## src/rtl/mux_bus_consts.svh

```systemverilog
// timing and field constants for the multiplexed bus master
// assumes a 40 MHz core clock driving all bus sequencing
`ifndef MUX_BUS_CONSTS_SVH
`define MUX_BUS_CONSTS_SVH
`define MB_CLK_PERIOD_NS   25
`define MB_T_HALF_NS       25
`define MB_T_HALF_CYC      ((`MB_T_HALF_NS + `MB_CLK_PERIOD_NS - 1) / `MB_CLK_PERIOD_NS)
`define MB_ADDR_CYC        2
`define MB_STROBE_CYC      4
`define MB_FETCH_CYC       (`MB_STROBE_CYC - `MB_T_HALF_CYC)
`define MB_HOLD_CYC        1
`define MB_LO_BYTE         7:0
`define MB_HI_BYTE         15:8
`endif

```

## src/rtl/mux_bus_pkg.sv

```systemverilog
// types for the multiplexed bus master
// assumes the constants header is included by the design file
package mux_bus_pkg;
    typedef enum logic [1:0] {
        CYC_MEM_RD,
        CYC_FETCH,
        CYC_MEM_WR,
        CYC_IO
    } cyc_kind_t;

    typedef enum {
        ST_IDLE,
        ST_ADDR,
        ST_STROBE,
        ST_HOLD
    } bus_state_t;
endpackage

```

## src/rtl/mux_bus_master.sv

```systemverilog
// processor side of the multiplexed address/data bus
// assumes one request at a time from core logic; i_start taken only when o_busy is low
//
// What this block does
// - address first, then read or write strobe
// - opcode fetch strobe shorter by t/2
// - space select high for io, low memory
// - memory cycles present full 16-bit address
// - io port address copied to both bytes
// - write data valid across whole strobe
// - high byte on own lines, low multiplexed
`timescale 1ns/1ps
`include "mux_bus_consts.svh"

module mux_bus_master (
    // clock and reset
    input  wire logic                   i_core_clk,
    input  wire logic                   i_rst_n,
    // core request
    input  wire logic                   i_start,
    input  wire mux_bus_pkg::cyc_kind_t i_kind,
    input  wire logic                   i_io_write,
    input  wire logic [15:0]            i_addr,
    input  wire logic [7:0]             i_wdata,
    output logic                        o_busy,
    output logic                        o_done,
    output logic [7:0]                  o_rdata,
    // bus pins
    output logic [7:0]                  o_addr_hi,
    output logic [7:0]                  o_ad_out,
    output logic                        o_ad_oe,
    input  wire logic [7:0]             i_ad_in,
    output logic                        o_addr_latch,
    output logic                        o_rd_n,
    output logic                        o_wr_n,
    output logic                        o_io_sel
);

    typedef struct packed {
        mux_bus_pkg::bus_state_t st;
        logic [2:0]              cnt;
        logic                    wr;
        logic                    busy;
        logic                    done;
        logic [7:0]              rdata;
        logic [7:0]              addr_hi;
        logic [7:0]              ad_out;
        logic [7:0]              wdata;
        logic                    ad_oe;
        logic                    ale;
        logic                    rd_n;
        logic                    wr_n;
        logic                    io_sel;
        logic [2:0]              strobe_len;
    } state_t;

    state_t s_q;
    state_t s_d;

    // ad sync: three stages, value accepted once last two agree
    logic [7:0] ad_s1_q;
    logic [7:0] ad_s2_q;
    logic [7:0] ad_s3_q;

    always_ff @(posedge i_core_clk or negedge i_rst_n) begin
        if (!i_rst_n) begin
            ad_s1_q <= 8'h00;
            ad_s2_q <= 8'h00;
            ad_s3_q <= 8'h00;
        end else begin
            ad_s1_q <= i_ad_in;
            ad_s2_q <= ad_s1_q;
            ad_s3_q <= ad_s2_q;
        end
    end

    always_comb begin
        s_d      = s_q;
        s_d.done = 1'b0;
        unique case (s_q.st)
            mux_bus_pkg::ST_IDLE: begin
                if (i_start) begin
                    s_d.st   = mux_bus_pkg::ST_ADDR;
                    s_d.busy = 1'b1;
                    s_d.cnt  = 3'(`MB_ADDR_CYC - 1);
                    s_d.ale  = 1'b1;
                    s_d.ad_oe = 1'b1;
                    s_d.wdata = i_wdata;
                    s_d.io_sel = (i_kind == mux_bus_pkg::CYC_IO);
                    if (i_kind == mux_bus_pkg::CYC_IO) begin
                        // port number duplicated onto both bytes
                        s_d.addr_hi = i_addr[`MB_LO_BYTE];
                        s_d.ad_out  = i_addr[`MB_LO_BYTE];
                        s_d.wr      = i_io_write;
                    end else begin
                        s_d.addr_hi = i_addr[`MB_HI_BYTE];
                        s_d.ad_out  = i_addr[`MB_LO_BYTE];
                        s_d.wr      = (i_kind == mux_bus_pkg::CYC_MEM_WR);
                    end
                    s_d.strobe_len = (i_kind == mux_bus_pkg::CYC_FETCH)
                                   ? 3'(`MB_FETCH_CYC) : 3'(`MB_STROBE_CYC);
                end
            end
            mux_bus_pkg::ST_ADDR: begin
                s_d.ale = 1'b0;
                if (s_q.cnt != 3'h0) begin
                    s_d.cnt = s_q.cnt - 3'h1;
                end else begin
                    // strobe only after the address phase ends
                    s_d.st  = mux_bus_pkg::ST_STROBE;
                    s_d.cnt = s_q.strobe_len - 3'h1;
                    if (s_q.wr) begin
                        s_d.wr_n   = 1'b0;
                        s_d.ad_out = s_q.wdata;
                    end else begin
                        s_d.rd_n  = 1'b0;
                        s_d.ad_oe = 1'b0;
                    end
                end
            end
            mux_bus_pkg::ST_STROBE: begin
                if (s_q.cnt != 3'h0) begin
                    s_d.cnt = s_q.cnt - 3'h1;
                end else begin
                    s_d.st   = mux_bus_pkg::ST_HOLD;
                    s_d.rd_n = 1'b1;
                    s_d.wr_n = 1'b1; // data kept driven through release
                end
            end
            mux_bus_pkg::ST_HOLD: begin
                // sync chain now holds strobe-time data; taken once last two stages agree
                if (!s_q.wr && (ad_s2_q == ad_s3_q)) begin
                    s_d.rdata = ad_s3_q;
                end
                s_d.st     = mux_bus_pkg::ST_IDLE;
                s_d.ad_oe  = 1'b0;
                s_d.busy   = 1'b0;
                s_d.done   = 1'b1;
                s_d.io_sel = 1'b0;
            end
        endcase
    end

    always_ff @(posedge i_core_clk or negedge i_rst_n) begin
        if (!i_rst_n) begin
            s_q <= '{st: mux_bus_pkg::ST_IDLE, rd_n: 1'b1, wr_n: 1'b1, default: '0};
        end else begin
            s_q <= s_d;
        end
    end

    assign o_busy       = s_q.busy;
    assign o_done       = s_q.done;
    assign o_rdata      = s_q.rdata;
    assign o_addr_hi    = s_q.addr_hi;
    assign o_ad_out     = s_q.ad_out;
    assign o_ad_oe      = s_q.ad_oe;
    assign o_addr_latch = s_q.ale;
    assign o_rd_n       = s_q.rd_n;
    assign o_wr_n       = s_q.wr_n;
    assign o_io_sel     = s_q.io_sel;

    // strobe falls exactly the address phase after the latch pulse
    property p_addr_before_strobe;
        @(posedge i_core_clk) disable iff (!i_rst_n)
        $rose(o_addr_latch) |-> (o_rd_n && o_wr_n) [*2] ##1 (!o_rd_n || !o_wr_n);
    endproperty
    a_addr_before_strobe: assert property (p_addr_before_strobe)
        else $error("strobe not after address phase");

    // fetch strobe lasts three cycles, normal read four
    property p_fetch_short;
        @(posedge i_core_clk) disable iff (!i_rst_n)
        (s_q.st == mux_bus_pkg::ST_IDLE && i_start && i_kind == mux_bus_pkg::CYC_FETCH)
        |-> ##3 $fell(o_rd_n) ##3 $rose(o_rd_n);
    endproperty
    a_fetch_short: assert property (p_fetch_short)
        else $error("fetch strobe length wrong");

    property p_read_len;
        @(posedge i_core_clk) disable iff (!i_rst_n)
        (s_q.st == mux_bus_pkg::ST_IDLE && i_start && i_kind == mux_bus_pkg::CYC_MEM_RD)
        |-> ##3 $fell(o_rd_n) ##4 $rose(o_rd_n);
    endproperty
    a_read_len: assert property (p_read_len)
        else $error("read strobe length wrong");

    property p_space_sel;
        @(posedge i_core_clk) disable iff (!i_rst_n)
        (s_q.st == mux_bus_pkg::ST_IDLE && i_start)
        |=> o_io_sel == (($past(i_kind) == mux_bus_pkg::CYC_IO));
    endproperty
    a_space_sel: assert property (p_space_sel)
        else $error("space select mismatch");

    property p_io_dup;
        @(posedge i_core_clk) disable iff (!i_rst_n)
        (o_addr_latch && o_io_sel) |-> o_addr_hi == o_ad_out;
    endproperty
    a_io_dup: assert property (p_io_dup)
        else $error("io port not duplicated");

    property p_mem_addr;
        @(posedge i_core_clk) disable iff (!i_rst_n)
        (s_q.st == mux_bus_pkg::ST_IDLE && i_start && i_kind != mux_bus_pkg::CYC_IO)
        |=> {o_addr_hi, o_ad_out} == $past(i_addr);
    endproperty
    a_mem_addr: assert property (p_mem_addr)
        else $error("memory address not presented");

    property p_wdata_edges;
        @(posedge i_core_clk) disable iff (!i_rst_n)
        $fell(o_wr_n) |-> o_ad_oe ##1 ((o_ad_oe && $stable(o_ad_out)) throughout
            (!o_wr_n [*3] ##1 o_wr_n));
    endproperty
    a_wdata_edges: assert property (p_wdata_edges)
        else $error("write data not held across strobe");

    property p_hi_lines;
        @(posedge i_core_clk) disable iff (!i_rst_n)
        (!o_rd_n || !o_wr_n) |-> $stable(o_addr_hi);
    endproperty
    a_hi_lines: assert property (p_hi_lines)
        else $error("high address moved in strobe");

endmodule

```

## config.mk

```make
export PLATFORM = sky130hd
export DESIGN_NAME = mux_bus_master
export DESIGN_NICKNAME = d
export VERILOG_FILES = /design/src/rtl/mux_bus_pkg.sv /design/src/rtl/mux_bus_master.sv
export VERILOG_INCLUDE_DIRS = /design/src /design/src/rtl
export SDC_FILE = /design/constraint.sdc
export NUM_CORES = 1
export LEC_CHECK = 0
export BUFFER_PORTS_ARGS = -buffer_cell sky130_fd_sc_hd__buf_4
export CORE_MARGIN = 2
export CORE_UTILIZATION = 30
export DETAILED_ROUTE_END_ITERATION = 8
export GPL_TIMING_DRIVEN = 1
export SYNTH_ARGS = -nofsm -noshare
export SYNTH_HDL_FRONTEND = slang
export SYNTH_SLANG_ARGS = --single-unit
```

## constraint.sdc

```tcl
create_clock -name i_core_clk -period 4.3 [get_ports i_core_clk]
set_clock_uncertainty 0.15 [all_clocks]
set_input_delay 0.215 -clock i_core_clk [delete_from_list [all_inputs] [get_ports i_core_clk]]
set_output_delay 0.215 -clock i_core_clk [all_outputs]
set_load 0.02 [all_outputs]
```

# == Word level (Yosys, flattened, before mapping) ==
# Cells that the tools add are included.
# classes
addsub,2
eq_ne,13
n_mux,27
reduce_logical,19
# ops
operator,n
$pmux W32 S4,1
$eq A32 B2 Y1 const B,2
$mux W32,2
$mux W37,1
$eq A32 B1 Y1 const B,1
$logic_not A32 Y1,1
$mux W8,3
$mux W18,1
$mux W16,1
$pmux W8 S2,1
$reduce_and A4 Y1,4
$ne A2 B2 Y1 const B,6
$mux W3,3
$mux W9,1
$pmux W3 S3,1
$reduce_bool A3 Y1,3
$eq A8 B8 Y1,1
$reduce_and A2 Y1,4
$pmux W1 S2,3
$reduce_and A3 Y1,2
$reduce_bool A2 Y1,3
$sub A3 B1 Y3 const B,2
$eq A2 B2 Y1 const B,2
$mux W1,4
other kinds (7),8
# word_totals
reg_bits,102
inputBits,38
out_inout_bits,31
wordCells,79

# == Logic depth before layout (Yosys ltp) ==
# logic_depth
ltp_word,4
ltp_mapped,8

# == Least setup slack after synthesis ==
# OpenSTA, ideal clock, no wires.
# synth_path
path_type,flip-flop to flip-flop
startpoint,register s_q[46] (netlist name)
endpoint,register s_q (netlist bit o_ad_out[6])
setup_ns,0.077
arrival_time_ns,1.609
t_required_ns,4.073
path_slack_ns,2.464
path_stages_with_launch,9
n_path_buf,2
synth_period_minus_slack_ns,1.836
path_cell_list,dfrtp_1 -> inv_1 -> ha_1 -> buf_6 -> nor2b_2 -> a211oi_4 -> buf_6 -> nor2_1 -> a21oi_1
# synth_between
elab_chain_cells,3
elab_cells_between_ends,8
# synth_rtl
item,line_no,text
"start, declared",mux_bus_master.sv:57,state_t s_q;
"start signal, assigned",mux_bus_master.sv:146,"s_q <= '{st: mux_bus_pkg::ST_IDLE, rd_n: 1'b1, wr_n: 1'b1, default: '0};"
"start signal, assigned",mux_bus_master.sv:148,s_q <= s_d;
$eq A32 B1 Y1 or $logic_not A32 Y1 (tied branches),mux_bus_master.sv:80,unique case (s_q.st)
$ne A2 B2 Y1 (no source line) or $reduce_bool A2 Y1 (tied branches),-,
$reduce_and A4 Y1 (no source line),-,
# Parallel ways exist; a longest one is shown, timed or not.
# A chain may end at the register's enable or synchronous reset.

# == Worst setup path in the final report ==
# layout_path
startpoint,register s_q[47] (netlist name)
endpoint,register s_q (netlist bit o_ad_out[7])
# Same word-level chain as after synthesis.

==> impl_metrics.ini <==
[layout]
antennaDiodeCount = 0
nNetsFinal = 374
multi_input_area_sq_um = 1050
nFillCells = 1003
layout-drive-gt1-share = 0.324
final_cell_count_no_fill = 469
syn_to_final_growth_pct = 28.8
layout.area.seq_sq_um = 1780

[route]
ant_nets = 0
vias = 2058
vias_per_cell = 4.39
dr.pass1.iters = 4
drc = 0
wl_per_cell_um = 13.8
first_iter_violations = 58
routed_wl_mm = 6.48

[place]
dpl.hpwl_mm = 4.57
portBuffers = 68
place.gp.congestion = 0.777
dp.cells = 432

[cts]
postCtsSetupBuffers = 0
cts.sinks = 71
htreeDepth = 3
cts_buffers = 9
root_buffer = clkbuf_8
ctsLongestPathBuffers = 2
cts_tree = yes
clk_pin_slew_ns = 0.08
clkLatencyLatePin_ns = 0.35

[critical_path]
cp_data_required_time_ns = 4.41
cp-end-kind = flop
criticalPathCategory = flop to flop
cp_data_arrival_time_ns = 2.64
startpoint_type = flop
critPathMaxFanout = 24

[timing]
drv_slew = 0
min_period_over_period = 0.588
fmax_ghz = 0.396
rsz0062_at_grt = no
relSlewSlack = 0.400
fin_tns_setup_ns = 0
hold_viol_final = 0
setup_viol = 0
worstMarginPinSlew_ns = 0.900
fin_crit_ns = 2.53

[floorplanning]
placementRows = 37
start_util = 0.305
core_sq_um = 10100
dieArea_sq_um = 11100
num_io_pins = 69
die_x_um = 105
chipHeight_um = 105

[min_path]
hold_class = input port to flop

[synthesis]
synth-seq-cells = 71
netlist_area_sq_um = 3090
yosys.area.top_type_share = 0.559
synthCells = 260
avgSynthCellArea_sq_um = 11.9
ys_warn_count = 0
syn_nets = 306
yosys-top-cells-area = dfrtp_1 56%, mux2_2 6.6%, buf_4 5.8%
synthDistinctLibCells = 36
ys_seq_area_frac = 0.576
synth_area_leader_cell = dfrtp_1

[pwr]
peakVddDrop_uv = 382
p_leak_uw = 0.00190
power_density_nw_per_um2 = 671

[grt]
grt-ovfl-total = 0
grt_pass1_wl_mm = 10.8
track_usage = 0.126
first_global_vias = 2171
antenna_found_initial = 0
grt_max_degree = 72

[run_status]
status = finished, final reports clean

[flow_run]
drv_cap = 0
==> through the flow <==
| step | instance area (sq um) | hold WS [ns] | power [uW] | util | setup WS [ns] |
|---|---|---|---|---|---|
| 6_report | 3980 | 0.0116 | 2670 | 0.392 | 1.77 |
| 3_3_place_gp | 3540 | 0.175 | 2040 | 0.349 | 1.94 |
| 5_1_grt | 3980 | 0.0180 | 2880 | 0.392 | 1.47 |
| 4_1_cts | 3980 | 0.00104 | 2710 | 0.392 | 1.70 |
| 2_1_floorplan | 3090 | -0.231 | 1830 | - | 2.46 |
| 3_5_place_dp | 3540 | 0.176 | 2070 | 0.349 | 1.74 |
==> path summary, 6_finish.rpt <==
path / start / to / slack (ns) / depth (start not counted)
worst min-delay path: i_addr[10] / o_addr_hi[2] / 0.01 / 3
worst min register to register: ad_s1_q[2] / ad_s2_q[2] / 0.20 / 0
max in group asynchronous: i_rst_n / o_ad_out[1] / 3.05 / 2
worst max-delay path: s_q[47] / o_ad_out[7] / 1.77 / 6
min in group asynchronous: i_rst_n / o_rdata[1] / 0.38 / 2
worst max register to register: s_q[47] / o_ad_out[7] / 1.77 / 6
==> where the power goes <==
group | total [uW] | internal, uW | switching [uW]
Sequential | 996 | 872 | 125
Combinational | 1060 | 457 | 604
Clock | 613 | 335 | 278
==> worst max-delay path: stages (launching register included) <==
cell and delay (ns):
dfrtp_1 0.42, inv_1 0.13, ha_1 0.76, nor2_1 0.18
a211oi_4 0.53, nor2_1 0.09, a21oi_1 0.16
==> area by class of cell <==
type | instances | share of cell area
Multi-Input combinational cell | 148 | 0.263
Sequential cell | 71 | 0.447
Clock inverter | 7 | 0.0264
Inverter | 9 | 0.00849
Clock buffer | 9 | 0.0311
Tap cell | 136 | 0.0428
Timing Repair Buffer | 89 | 0.181
==> logic make-up (layout without fill, tap and decap cells) <==
family / count (synthesis) / after routing / synth area share
AND/OR/NAND/NOR: 51 / 51 / 0.0746
flip-flops: 71 / 71 / 0.576
adder cells (fa/ha/maj): 8 / 8 / 0.0324
XOR/XNOR: 9 / 9 / 0.0255
buffers and inverters: 41 / 114 / 0.0851
multiplexers: 28 / 28 / 0.0981
AO/OA/AOI/OAI: 52 / 52 / 0.108
==> sequential cells by signal (all words and copies together) (netlist names), 8 cells and up <==
| register | cells |
|---|---|
| ad_s1_q | 8 |
| ad_s2_q | 8 |
| ad_s3_q | 8 |
| o_ad_out | 8 |
| o_addr_hi | 8 |
| o_rdata | 8 |
| s_q | 16 |
==> routing by layer <==
metal	wire [um]	global-route usage	up-vias
met5	0	0	-
met4	139	0.0638	0
met3	310	0.0328	10
li1	-	-	1007
met1	2900	0.156	988
met2	3120	0.201	53
==> synth_stat cells, drive strengths merged <==
master	count
a211oi	2
a32o	1
o31ai	3
mux2	18
a221oi	2
o21ai	18
a22oi	8
dfstp	2
clkbuf	3
nand3	2
nor3	3
xor2	7
mux2i	10
nor4	1
a31oi	1
nor2b	3
a21o	1
inv	9
a21oi	13
nand2b	1
o32a	1
nand2	16
a211o	1
buf	29
nand3b	1
a22o	1
dfrtp	69
ha	8
and3	1
nor2	23
xnor2	2
==> placed cells by master (no fill, tap or decap), types with 9 or more instances in the layout <==
cell type,n
inv_1,9
clkbuf_8,9
dfrtp_1,69
nand2_1,16
buf_4,68
nor2_1,23
mux2_2,18
mux2i_1,10
a21oi_1,13
dlygate4sd3_1,21
o21ai_0,18
==> what timing repair did <==
action	in CTS	in global routing
endpoints found under the hold margin	89	0
resized for setup	0	0
hold buffers	21	0
No activity file was read; power rests on OpenSTA's default activity.
